==> config.mk <==
export PLATFORM = sky130hd
export DESIGN_NAME = backup_domain_counter
export DESIGN_NICKNAME = d
export VERILOG_FILES = /design/src/shared/rtc_regs_pkg.sv /design/src/logic/backup_domain_counter.sv
export SDC_FILE = /design/constraint.sdc
export NUM_CORES = 1
export LEC_CHECK = 0
export BUFFER_PORTS_ARGS = -buffer_cell sky130_fd_sc_hd__clkbuf_2
export CAP_MARGIN = 20
export CORE_MARGIN = 8
export CORE_UTILIZATION = 30
export DETAILED_ROUTE_END_ITERATION = 8
export PLACE_DENSITY = 0.48
export SLEW_MARGIN = 20
export SYNTH_ARGS = -nofsm -noshare
export SYNTH_HDL_FRONTEND = slang
export SYNTH_SLANG_ARGS = --single-unit
==> constraint.sdc <==
create_clock -name core_clk -period 4.2 [get_ports core_clk]
set_input_delay 0.42 -clock core_clk [delete_from_list [all_inputs] [get_ports core_clk]]
set_output_delay 0.42 -clock core_clk [all_outputs]
set_load 0.02 [all_outputs]
==> src/shared/rtc_regs_pkg.sv <==
/*
 * constants for the backup-domain counter register block: offsets, fields, resets.
 * assumes a plain strobe register port and one core clock at 25 MHz.
 */
package rtc_regs_pkg;
   localparam logic [7:0] OFF_CTRL   = 8'h00;
   localparam logic [7:0] OFF_LPCFG  = 8'h04;
   localparam logic [7:0] OFF_CNT    = 8'h08;
   localparam logic [7:0] OFF_COMP   = 8'h0C;
   localparam logic [7:0] OFF_STAMP  = 8'h10;
   localparam logic [7:0] OFF_FDET   = 8'h14;
   localparam logic [7:0] OFF_STATUS = 8'h18;
   localparam logic [7:0] OFF_CMD    = 8'h1C;
   localparam logic [7:0] OFF_PDOWN  = 8'h20;
   localparam logic [7:0] OFF_EVENTS = 8'h40;

   localparam int CTRL_STAMP_EN = 14;
   localparam int CTRL_CLK_HI   = 13;
   localparam int CTRL_CLK_LO   = 12;
   localparam int CTRL_DIV_HI   = 10;
   localparam int CTRL_DIV_LO   = 8;
   localparam int CTRL_LPC_HI   = 7;
   localparam int CTRL_LPC_LO   = 5;
   localparam int CTRL_WRAP     = 4;
   localparam int CTRL_HOLD     = 3;
   localparam int CTRL_DBG      = 2;
   localparam int CTRL_MODE_HI  = 1;
   localparam logic [14:0] CTRL_RESET = 15'h0008;
   localparam logic [14:0] CTRL_MASK  = 15'h77FF;

   localparam int FDET_TOP_HI = 8;
   localparam int FDET_TOP_LO = 4;
   localparam logic [31:0] FDET_MASK = 32'h000001F3;

   localparam int ST_RETENTION_WRITE_ERROR = 2;
   localparam int ST_STAMPED = 1;
   localparam int ST_LPACT   = 0;

   localparam int STAMP_DELAY = 2;

   typedef enum logic [1:0] {
      CLK_NONE = 2'b00, CLK_RC = 2'b01, CLK_XTAL = 2'b10, CLK_ULF = 2'b11
   } clk_sel_t;
   typedef enum logic [1:0] {
      MODE_OFF = 2'b00, MODE_EM2 = 2'b01, MODE_EM3 = 2'b10, MODE_EM4 = 2'b11
   } run_mode_t;
   typedef enum logic [1:0] {
      LP_OFF = 2'b00, LP_ON = 2'b01, LP_BACKUP = 2'b10
   } lp_sel_t;
   typedef enum logic [1:0] {
      FD_OFF = 2'b00, FD_RC = 2'b01, FD_ULF = 2'b10
   } fd_sel_t;
endpackage

==> src/logic/backup_domain_counter.sv <==
/*
 * backup-domain counter register block: control, counter, compare, stamp,
 * crystal failure detect, status and retention ram power-down.
 * assumes oscillator ticks arrive as one-cycle enables synchronous to core_clk.
 */
// Local design decision: the plain strobed port.
`timescale 1ns/100ps
module backup_domain_counter
   import rtc_regs_pkg::*;
#(
   parameter int CNT_W = 32
) (
   input  wire logic        core_clk,
   input  wire logic        rst_n,
   input  wire logic [7:0]  addr,
   input  wire logic [31:0] wdata,
   input  wire logic        wr_en,
   input  wire logic        rd_en,
   output logic      [31:0] rdata,
   input  wire logic        rc_tick,
   input  wire logic        xtal_tick,
   input  wire logic        ulf_tick,
   input  wire logic        debug_halt,
   input  wire logic        backup_mode,
   input  wire logic        ram_write_busy,
   input  wire logic [2:0]  energy_mode,
   output logic             osc_keep_em3,
   output logic             osc_keep_em4,
   output logic             compare_pulse,
   output logic             overflow_pulse,
   output logic             crystal_failure_flag,
   output logic             ram_powered_down
);
   if (CNT_W != 32) begin : g_width_check
      $error("counter width must be 32");
   end

   logic [14:0] ctrl_q;
   logic [1:0]  lpcfg_q;
   logic [31:0] cnt_q;
   logic [31:0] comp_q;
   logic [31:0] stamp_q;
   logic [8:0]  fdet_q;
   logic        retention_write_error_q;
   logic        stamped_q;
   logic        pdown_q;
   logic [4:0]  fd_cnt_q;
   logic        xtal_seen_q;
   logic        fd_armed_q;
   logic        fail_q;
   logic [6:0]  div_q;
   logic        bu_q;
   logic [1:0]  stamp_wait_q;
   logic        cmp_q;
   logic        of_q;

   wire wr_ctrl  = wr_en && addr == OFF_CTRL;
   wire wr_lpcfg = wr_en && addr == OFF_LPCFG;
   wire wr_comp  = wr_en && addr == OFF_COMP;
   wire wr_fdet  = wr_en && addr == OFF_FDET;
   wire wr_pdown = wr_en && addr == OFF_PDOWN;
   wire clr_stat = wr_en && addr == OFF_CMD && wdata[0];

   wire       hold    = ctrl_q[CTRL_HOLD];
   wire [2:0] div_exp = ctrl_q[CTRL_DIV_HI:CTRL_DIV_LO];
   wire [2:0] lpc     = ctrl_q[CTRL_LPC_HI:CTRL_LPC_LO];
   clk_sel_t  csel;
   run_mode_t mode;
   assign csel = clk_sel_t'(ctrl_q[CTRL_CLK_HI:CTRL_CLK_LO]);
   assign mode = run_mode_t'(ctrl_q[CTRL_MODE_HI:0]);

   // register writes, reserved bits dropped
   always_ff @(posedge core_clk or negedge rst_n) begin
      if (!rst_n) begin
         ctrl_q  <= CTRL_RESET;
         lpcfg_q <= 2'h0;
         comp_q  <= 32'h00000000;
         fdet_q  <= 9'h000;
      end else begin
         if (wr_ctrl) ctrl_q <= wdata[14:0] & CTRL_MASK;
         if (wr_lpcfg) lpcfg_q <= wdata[1:0];
         if (wr_comp) comp_q <= wdata;
         if (wr_fdet) fdet_q <= wdata[8:0] & FDET_MASK[8:0];
      end
   end

   // power-down is one-way
   always_ff @(posedge core_clk or negedge rst_n) begin
      if (!rst_n) pdown_q <= 1'b0;
      else if (wr_pdown && wdata[0]) pdown_q <= 1'b1;
   end
   assign ram_powered_down = pdown_q;

   // crystal failure detect down counter
   fd_sel_t fsel;
   assign fsel = fd_sel_t'(fdet_q[1:0]);
   wire fd_tick = (fsel == FD_RC) ? rc_tick : (fsel == FD_ULF) ? ulf_tick : 1'b0;
   always_ff @(posedge core_clk or negedge rst_n) begin
      if (!rst_n) begin
         fd_cnt_q    <= 5'h00;
         xtal_seen_q <= 1'b0;
         fd_armed_q  <= 1'b0;
         fail_q      <= 1'b0;
      end else if (fsel == FD_OFF || fsel == 2'b11) begin
         xtal_seen_q <= 1'b0;
         fd_armed_q  <= 1'b0;
         fd_cnt_q    <= fdet_q[FDET_TOP_HI:FDET_TOP_LO];
      end else begin
         if (fd_tick) begin
            if (fd_cnt_q == 5'h00) begin
               fd_cnt_q <= fdet_q[FDET_TOP_HI:FDET_TOP_LO];
               // judged only from the second zero crossing on
               fd_armed_q <= 1'b1;
               if (fd_armed_q && !xtal_seen_q && !xtal_tick) fail_q <= 1'b1;
               xtal_seen_q <= 1'b0;
            end else begin
               fd_cnt_q <= fd_cnt_q - 5'h01;
               if (xtal_tick) xtal_seen_q <= 1'b1;
            end
         end else if (xtal_tick) begin
            xtal_seen_q <= 1'b1;
         end
      end
   end
   assign crystal_failure_flag = fail_q;

   // source selection, falls back to the reference after failure
   logic src_tick;
   always_comb begin
      src_tick = 1'b0;
      if (csel == CLK_XTAL && fail_q) src_tick = (fsel == FD_ULF) ? ulf_tick : rc_tick;
      else begin
         case (csel)
            CLK_NONE: src_tick = 1'b0;
            CLK_RC:   src_tick = rc_tick;
            CLK_XTAL: src_tick = xtal_tick;
            CLK_ULF:  src_tick = ulf_tick;
            default:  src_tick = 1'b0;
         endcase
      end
   end

   // energy-mode gating
   logic mode_run;
   always_comb begin
      case (mode)
         MODE_OFF: mode_run = 1'b0;
         MODE_EM2: mode_run = energy_mode <= 3'h2;
         MODE_EM3: mode_run = energy_mode <= 3'h3;
         MODE_EM4: mode_run = energy_mode <= 3'h4;
         default:  mode_run = 1'b0;
      endcase
   end
   assign osc_keep_em3 = mode == MODE_EM3 || mode == MODE_EM4;
   assign osc_keep_em4 = mode == MODE_EM4;

   wire run = mode_run && !hold && (!debug_halt || ctrl_q[CTRL_DBG]);

   // prescaler
   always_ff @(posedge core_clk or negedge rst_n) begin
      if (!rst_n) div_q <= 7'h00;
      else if (hold) div_q <= 7'h00;
      else if (run && src_tick) div_q <= div_q + 7'h01;
   end
   wire [6:0] div_mask = 7'((8'h01 << div_exp) - 8'h01);
   wire cnt_tick = run && src_tick && ((div_q & div_mask) == div_mask);

   // low power state
   logic lp_act;
   always_comb begin
      case (lp_sel_t'(lpcfg_q))
         LP_ON:     lp_act = 1'b1;
         LP_BACKUP: lp_act = backup_mode;
         default:   lp_act = 1'b0;
      endcase
   end
   wire [31:0] ign   = lp_act ? 32'((33'h1 << lpc) - 33'h1) : 32'h0;
   wire        match = ((cnt_q ^ comp_q) & ~ign) == 32'h0;
   wire        wrap  = ctrl_q[CTRL_WRAP] && cnt_q == comp_q;

   // counter
   always_ff @(posedge core_clk or negedge rst_n) begin
      if (!rst_n) cnt_q <= 32'h00000000;
      else if (hold) cnt_q <= 32'h00000000;
      else if (cnt_tick) begin
         if (wrap) cnt_q <= 32'h00000000;
         else cnt_q <= cnt_q + 32'h1;
      end
   end

   // compare and overflow events
   always_ff @(posedge core_clk or negedge rst_n) begin
      if (!rst_n) begin
         cmp_q <= 1'b0;
         of_q  <= 1'b0;
      end else begin
         cmp_q <= cnt_tick && match;
         of_q  <= cnt_tick && !ctrl_q[CTRL_WRAP] && cnt_q == 32'hFFFFFFFF;
      end
   end
   assign compare_pulse  = cmp_q;
   assign overflow_pulse = of_q;

   // backup entry stamp, two source clock ticks later, before the prescaler
   wire bu_rise = backup_mode && !bu_q;
   always_ff @(posedge core_clk or negedge rst_n) begin
      if (!rst_n) begin
         bu_q         <= 1'b0;
         stamp_wait_q <= 2'h0;
      end else begin
         bu_q <= backup_mode;
         if (hold) stamp_wait_q <= 2'h0;
         else if (bu_rise && ctrl_q[CTRL_STAMP_EN] && !stamped_q)
            stamp_wait_q <= 2'(STAMP_DELAY);
         else if (stamp_wait_q != 2'h0 && src_tick) stamp_wait_q <= stamp_wait_q - 2'h1;
      end
   end
   wire stamp_now = stamp_wait_q == 2'h1 && src_tick && !hold;

   always_ff @(posedge core_clk or negedge rst_n) begin
      if (!rst_n) stamp_q <= 32'h00000000;
      else if (hold) stamp_q <= 32'h00000000;
      else if (stamp_now) stamp_q <= cnt_q & ~ign;
   end

   // sticky status, set wins over clear
   always_ff @(posedge core_clk or negedge rst_n) begin
      if (!rst_n) begin
         stamped_q <= 1'b0;
         retention_write_error_q <= 1'b0;
      end else begin
         if (stamp_now) stamped_q <= 1'b1;
         else if (clr_stat) stamped_q <= 1'b0;
         if (bu_rise && ram_write_busy) retention_write_error_q <= 1'b1;
         else if (clr_stat) retention_write_error_q <= 1'b0;
      end
   end

   // read port, one cycle latency
   always_ff @(posedge core_clk or negedge rst_n) begin
      if (!rst_n) rdata <= 32'h00000000;
      else if (rd_en) begin
         if (addr == OFF_CTRL) rdata <= {17'h0, ctrl_q};
         else if (addr == OFF_LPCFG) rdata <= {30'h0, lpcfg_q};
         else if (addr == OFF_CNT) rdata <= cnt_q;
         else if (addr == OFF_COMP) rdata <= comp_q;
         else if (addr == OFF_STAMP) rdata <= stamp_q;
         else if (addr == OFF_FDET) rdata <= {23'h0, fdet_q};
         else if (addr == OFF_STATUS) rdata <= {29'h0, retention_write_error_q, stamped_q, lp_act};
         else if (addr == OFF_PDOWN) rdata <= {31'h0, pdown_q};
         else if (addr == OFF_EVENTS) rdata <= {31'h0, fail_q};
         else rdata <= 32'h00000000;
      end
   end

   hold_clears_a: assert property (@(posedge core_clk) disable iff (!rst_n)
      hold |=> cnt_q == 32'h0 && stamp_q == 32'h0)
      else $error("counter not held");
   wrap_zero_a: assert property (@(posedge core_clk) disable iff (!rst_n)
      cnt_tick && wrap && !hold |=> cnt_q == 32'h0)
      else $error("no wrap at compare");
   count_step_a: assert property (@(posedge core_clk) disable iff (!rst_n)
      !cnt_tick && !hold |=> $stable(cnt_q))
      else $error("counter moved without tick");
   halt_freeze_a: assert property (@(posedge core_clk) disable iff (!rst_n)
      debug_halt && !ctrl_q[CTRL_DBG] && !hold |=> $stable(cnt_q))
      else $error("counter ran in halt");
   pdown_sticky_a: assert property (@(posedge core_clk) disable iff (!rst_n)
      pdown_q |=> pdown_q)
      else $error("ram powered up again");
   stamp_flag_a: assert property (@(posedge core_clk) disable iff (!rst_n)
      stamp_now |=> stamped_q && stamp_q == ($past(cnt_q) & ~$past(ign)))
      else $error("stamp not stored");
   clear_stat_a: assert property (@(posedge core_clk) disable iff (!rst_n)
      clr_stat && !stamp_now && !(bu_rise && ram_write_busy) |=> !stamped_q && !retention_write_error_q)
      else $error("status not cleared");
   ramerr_set_a: assert property (@(posedge core_clk) disable iff (!rst_n)
      bu_rise && ram_write_busy |=> retention_write_error_q)
      else $error("ram write error missed");
   off_mode_a: assert property (@(posedge core_clk) disable iff (!rst_n)
      mode == MODE_OFF |-> !cnt_tick)
      else $error("counter ran while disabled");
   overflow_wrap_a: assert property (@(posedge core_clk) disable iff (!rst_n)
      overflow_pulse |-> $past(cnt_q) == 32'hFFFFFFFF && cnt_q == 32'h0)
      else $error("overflow without wrap");
endmodule

==> summary.md <==
| Metric | Value |
|---|---|
| Layout area overhead | `15.5%` |
| Chip Width | `190 µm` |
| Cells after Synth | `~940` |
| WP buf/inv | `2` |
| DRT iter0 DRCs | `504` |
| Vias in the first global route | `7329` |
| Routed len/inst | `a little under 20 µm` |
| IO Pins | `91` |
| YS warnings | `0` |
| Fin nets | `1059` |
| Top-area cell type share of the netlist area | `47.8%` |
| DIE AREA | `36000 µm²` |
| Worst r2r path cells | `9` |
| Inserted Clock Buffers | `17` |
| Placed cell areas | `9830 µm²` |
| Count leader, synth | `dfrtp_1` |
| Num rows | `between 60 and 70` |
| Initial antenna violation count | `0` |
| CP Capture Type | `register` |
| FMAX | `339 MHz` |
| Port Buffer Count | `90` |
| N_diodes | `0` |
| Yosys top cell by area | `dfrtp_1` |
| Failing checks | `hold timing` |
| Kind of critical path | `reg2reg` |
| Clock-pin slew on the worst setup and hold paths | `70 ps` |
| Core Area | `roughly 30000 µm²` |
| CTS tree | `done` |
| Max-cap viol count | `0` |
| Top delay family on crit path | `compound AO/OA/AOI/OAI gates` |
| Final TNS setup | `0 ps` |
| CTS root buf | `clkbuf_16` |
| Synth Area per Inst | `9.65 µm²` |
| Worst path cell trace | `inv_1 > ha_1 > mux2_4 > a311o_2 > and4_4 > a31oi_4 > buf_4 > nor3_1 > o21ba_2` |
| CP startpoint kind | `register` |
| Seq cells post-synth | `~170` |
| RSZ-0062 raised after global routing | `false` |
| Clock sinks | `174` |
| Largest net degree at the start of global routing | `75` |
| Fin. Hold Viols | `2` |
| Post-CTS sizing | `0` |
| Final Wtd Congestion | `0.819` |
| Critical-path maximum fanout | `27` |
| Residual DRC | `0` |
| Worst R2R End | `cnt_q[22]$_DFFE_PN0P_` |
| Sequential area share after synthesis | `48.0%` |
| Tcrit/Tclk final | `70.2%` |
| Synth cell types | `77` |
| Status | `finished with violations` |
| Met1 WL | `13500 µm` |
| Layout cell share with drive strength beyond 1 | `21.2%` |
| Worst-skew pair later-pin latency | `450 ps` |
| Syn Nets | `1002` |
| Finished Core Util | `35.2%` |
| Slew of the pin with the lowest slew margin | `841 ps` |
| Worst Path Arrival | `3280 ps` |
| Synth top cells by count | `173 x dfrtp_1, 119 x nand2_1, 79 x a21oi_1` |
| Worst r2r src | `fdet_q[0]$_DFFE_PN0P_` |
| Synth area leaders | `dfrtp_1 48%, mux2_2 7.0%, nand2_1 4.9%` |
| Initial Util | `about 31%` |
| Hold Worst Slack | `-8.76 ps` |
| DP HPWL | `19200 µm` |
| Maximum vdd ir drop | `between 200 and 250 µV` |
| Chip Height | `190 µm` |
| Max incr delay on CP | `590 ps` |
| Slew margin rel. | `43.8%` |
| Clock Tree Buf Depth | `2` |
| Design area | `10500 µm²` |
| Crit path max-delay cell type | `a31oi_4` |
| DR WL met2 | `about 12000 µm` |
| Number of synthesized flops with an enable pin | `0` |
| Total track usage | `15.2%` |
| DR top layer | `met4` |
| DRT Pass-1 Iters | `5` |
| First-pass GRT wire length | `43500 µm` |
| FFs w/ async S/R, synth | `100%` |
| P_leak | `4.46 nW` |
| Critical Path RT | `4530 ps` |
| Hold Path Class | `in2async` |
| H-tree Lvls | `4` |
| Via count | `~7300` |
| Hold Buf Count CTS | `0` |
| Synthesized area | `9060 µm²` |
| Final setup skew | `between 20 and 25 ps` |
| Met3 wire len | `1110 µm` |
| Min cycle time layout | `just under 3000 ps` |
| Post-CTS setup buffer count | `0` |
| Fin. max-slew vios | `0` |
| Reg2Reg Setup Slack | `1250 ps` |
| Via density | `5.23` |
| Overflow after GRT | `0` |
| Final WL | `27200 µm` |
| Post-DRT Antenna Nets | `0` |
| # setup viols final | `0` |
| Post-synth top flop | `dfrtp_1` |
| Power Density | `377 nW/µm²` |
==> logic make-up after synthesis <==
| group | count (synthesis) | synth area share (%) |
|---|---|---|
| multiplexers | 66 | 8.12 |
| XOR/XNOR | 38 | 3.67 |
| buffers and inverters | 97 | 4.68 |
| adder cells (fa/ha/maj) | 10 | 1.38 |
| flip-flops | 174 | 48.0 |
| AO/OA/AOI/OAI | 234 | 16.8 |
| AND/OR/NAND/NOR | 320 | 17.3 |
==> stage by stage <==
stage | instances | total power [mW] | setup slack, ps | hold WS (ps)
floorplan | 939 | 2.12 | 1870 | 124
global placement | 1367 | 2.30 | 1320 | 483
detailed placement | 1367 | 2.30 | 1280 | 484
CTS | 1399 | 4.00 | 1260 | 25.3
global route | 1399 | 4.13 | 1090 | 48.3
finish | 1399 | 3.95 | 1250 | -8.76
==> cells in the final DEF, fill, tap and decap left out, drive strengths merged, types with 3 or more instances in the layout <==
master and instances:
a22oi 36, buf 18, nand2 119, o21ai 23
inv 34, a31oi 33, or2 3, a311oi 3
or3 6, nand4 20, nor4b 3, nor2b 5
xnor2 30, o211ai 6, clkbuf 107, dfrtp 173
nor4 4, nand3 36, ha 10, or4 16
o22ai 4, xor2 8, nor3 12, and4 3
mux2i 9, mux2 57, a2bb2oi 3, clkinv 7
nand3b 5, nor2 68, o31ai 18, and3 10
and2 3, a21oi 79
==> worst max-delay path by stage <==
stage	endpoint	slack [ps]	from	depth (start not counted)
global placement	cnt_q[22]$_DFFE_PN0P_	1320	fdet_q[0]$_DFFE_PN0P_	9
CTS	cnt_q[22]$_DFFE_PN0P_	1260	fdet_q[0]$_DFFE_PN0P_	9
finish	cnt_q[22]$_DFFE_PN0P_	1250	fdet_q[0]$_DFFE_PN0P_	9
detailed placement	cnt_q[22]$_DFFE_PN0P_	1280	fdet_q[0]$_DFFE_PN0P_	9
global route	cnt_q[22]$_DFFE_PN0P_	1090	fdet_q[0]$_DFFE_PN0P_	9
floorplan	cnt_q[7]$_DFFE_PN0P_	1870	fdet_q[0]$_DFFE_PN0P_	11
==> where the power goes <==
part	total, mW	switching [mW]	internal [mW]
Clock	1.69	0.814	0.872
Combinational	0.418	0.254	0.164
Sequential	1.85	0.0906	1.76
Total	3.95	1.16	2.79
==> area by class of cell <==
class,instances,area (µm²)
well taps,390,488
clock inverters,15,210
clock buffers,17,425
fillers,3039,19200
multi-input cells,668,4290
inverters,27,101
flip-flops and latches,174,4360
repair buffers,108,594
==> state kept, by name (all words and copies together) (netlist names) <==
register / count
stamped_q: 1
compare_pulse: 1
crystal_failure_flag: 1
fd_armed_q: 1
fd_cnt_q: 5
comp_q: 32
ctrl_q: 14
bu_q: 1
rdata: 32
overflow_pulse: 1
div_q: 7
cnt_q: 32
xtal_seen_q: 1
stamp_wait_q: 2
fdet_q: 7
stamp_q: 32
lpcfg_q: 2
retention_write_error_q: 1
ram_powered_down: 1
==> routing by layer <==
metal	GRT usage (%)	vias to the layer above
met5	0	-
met1	21.8	3638
met3	3.02	20
li1	-	3501
met2	23.3	154
met4	3.37	0
Power figures use the tool's default switching activity.
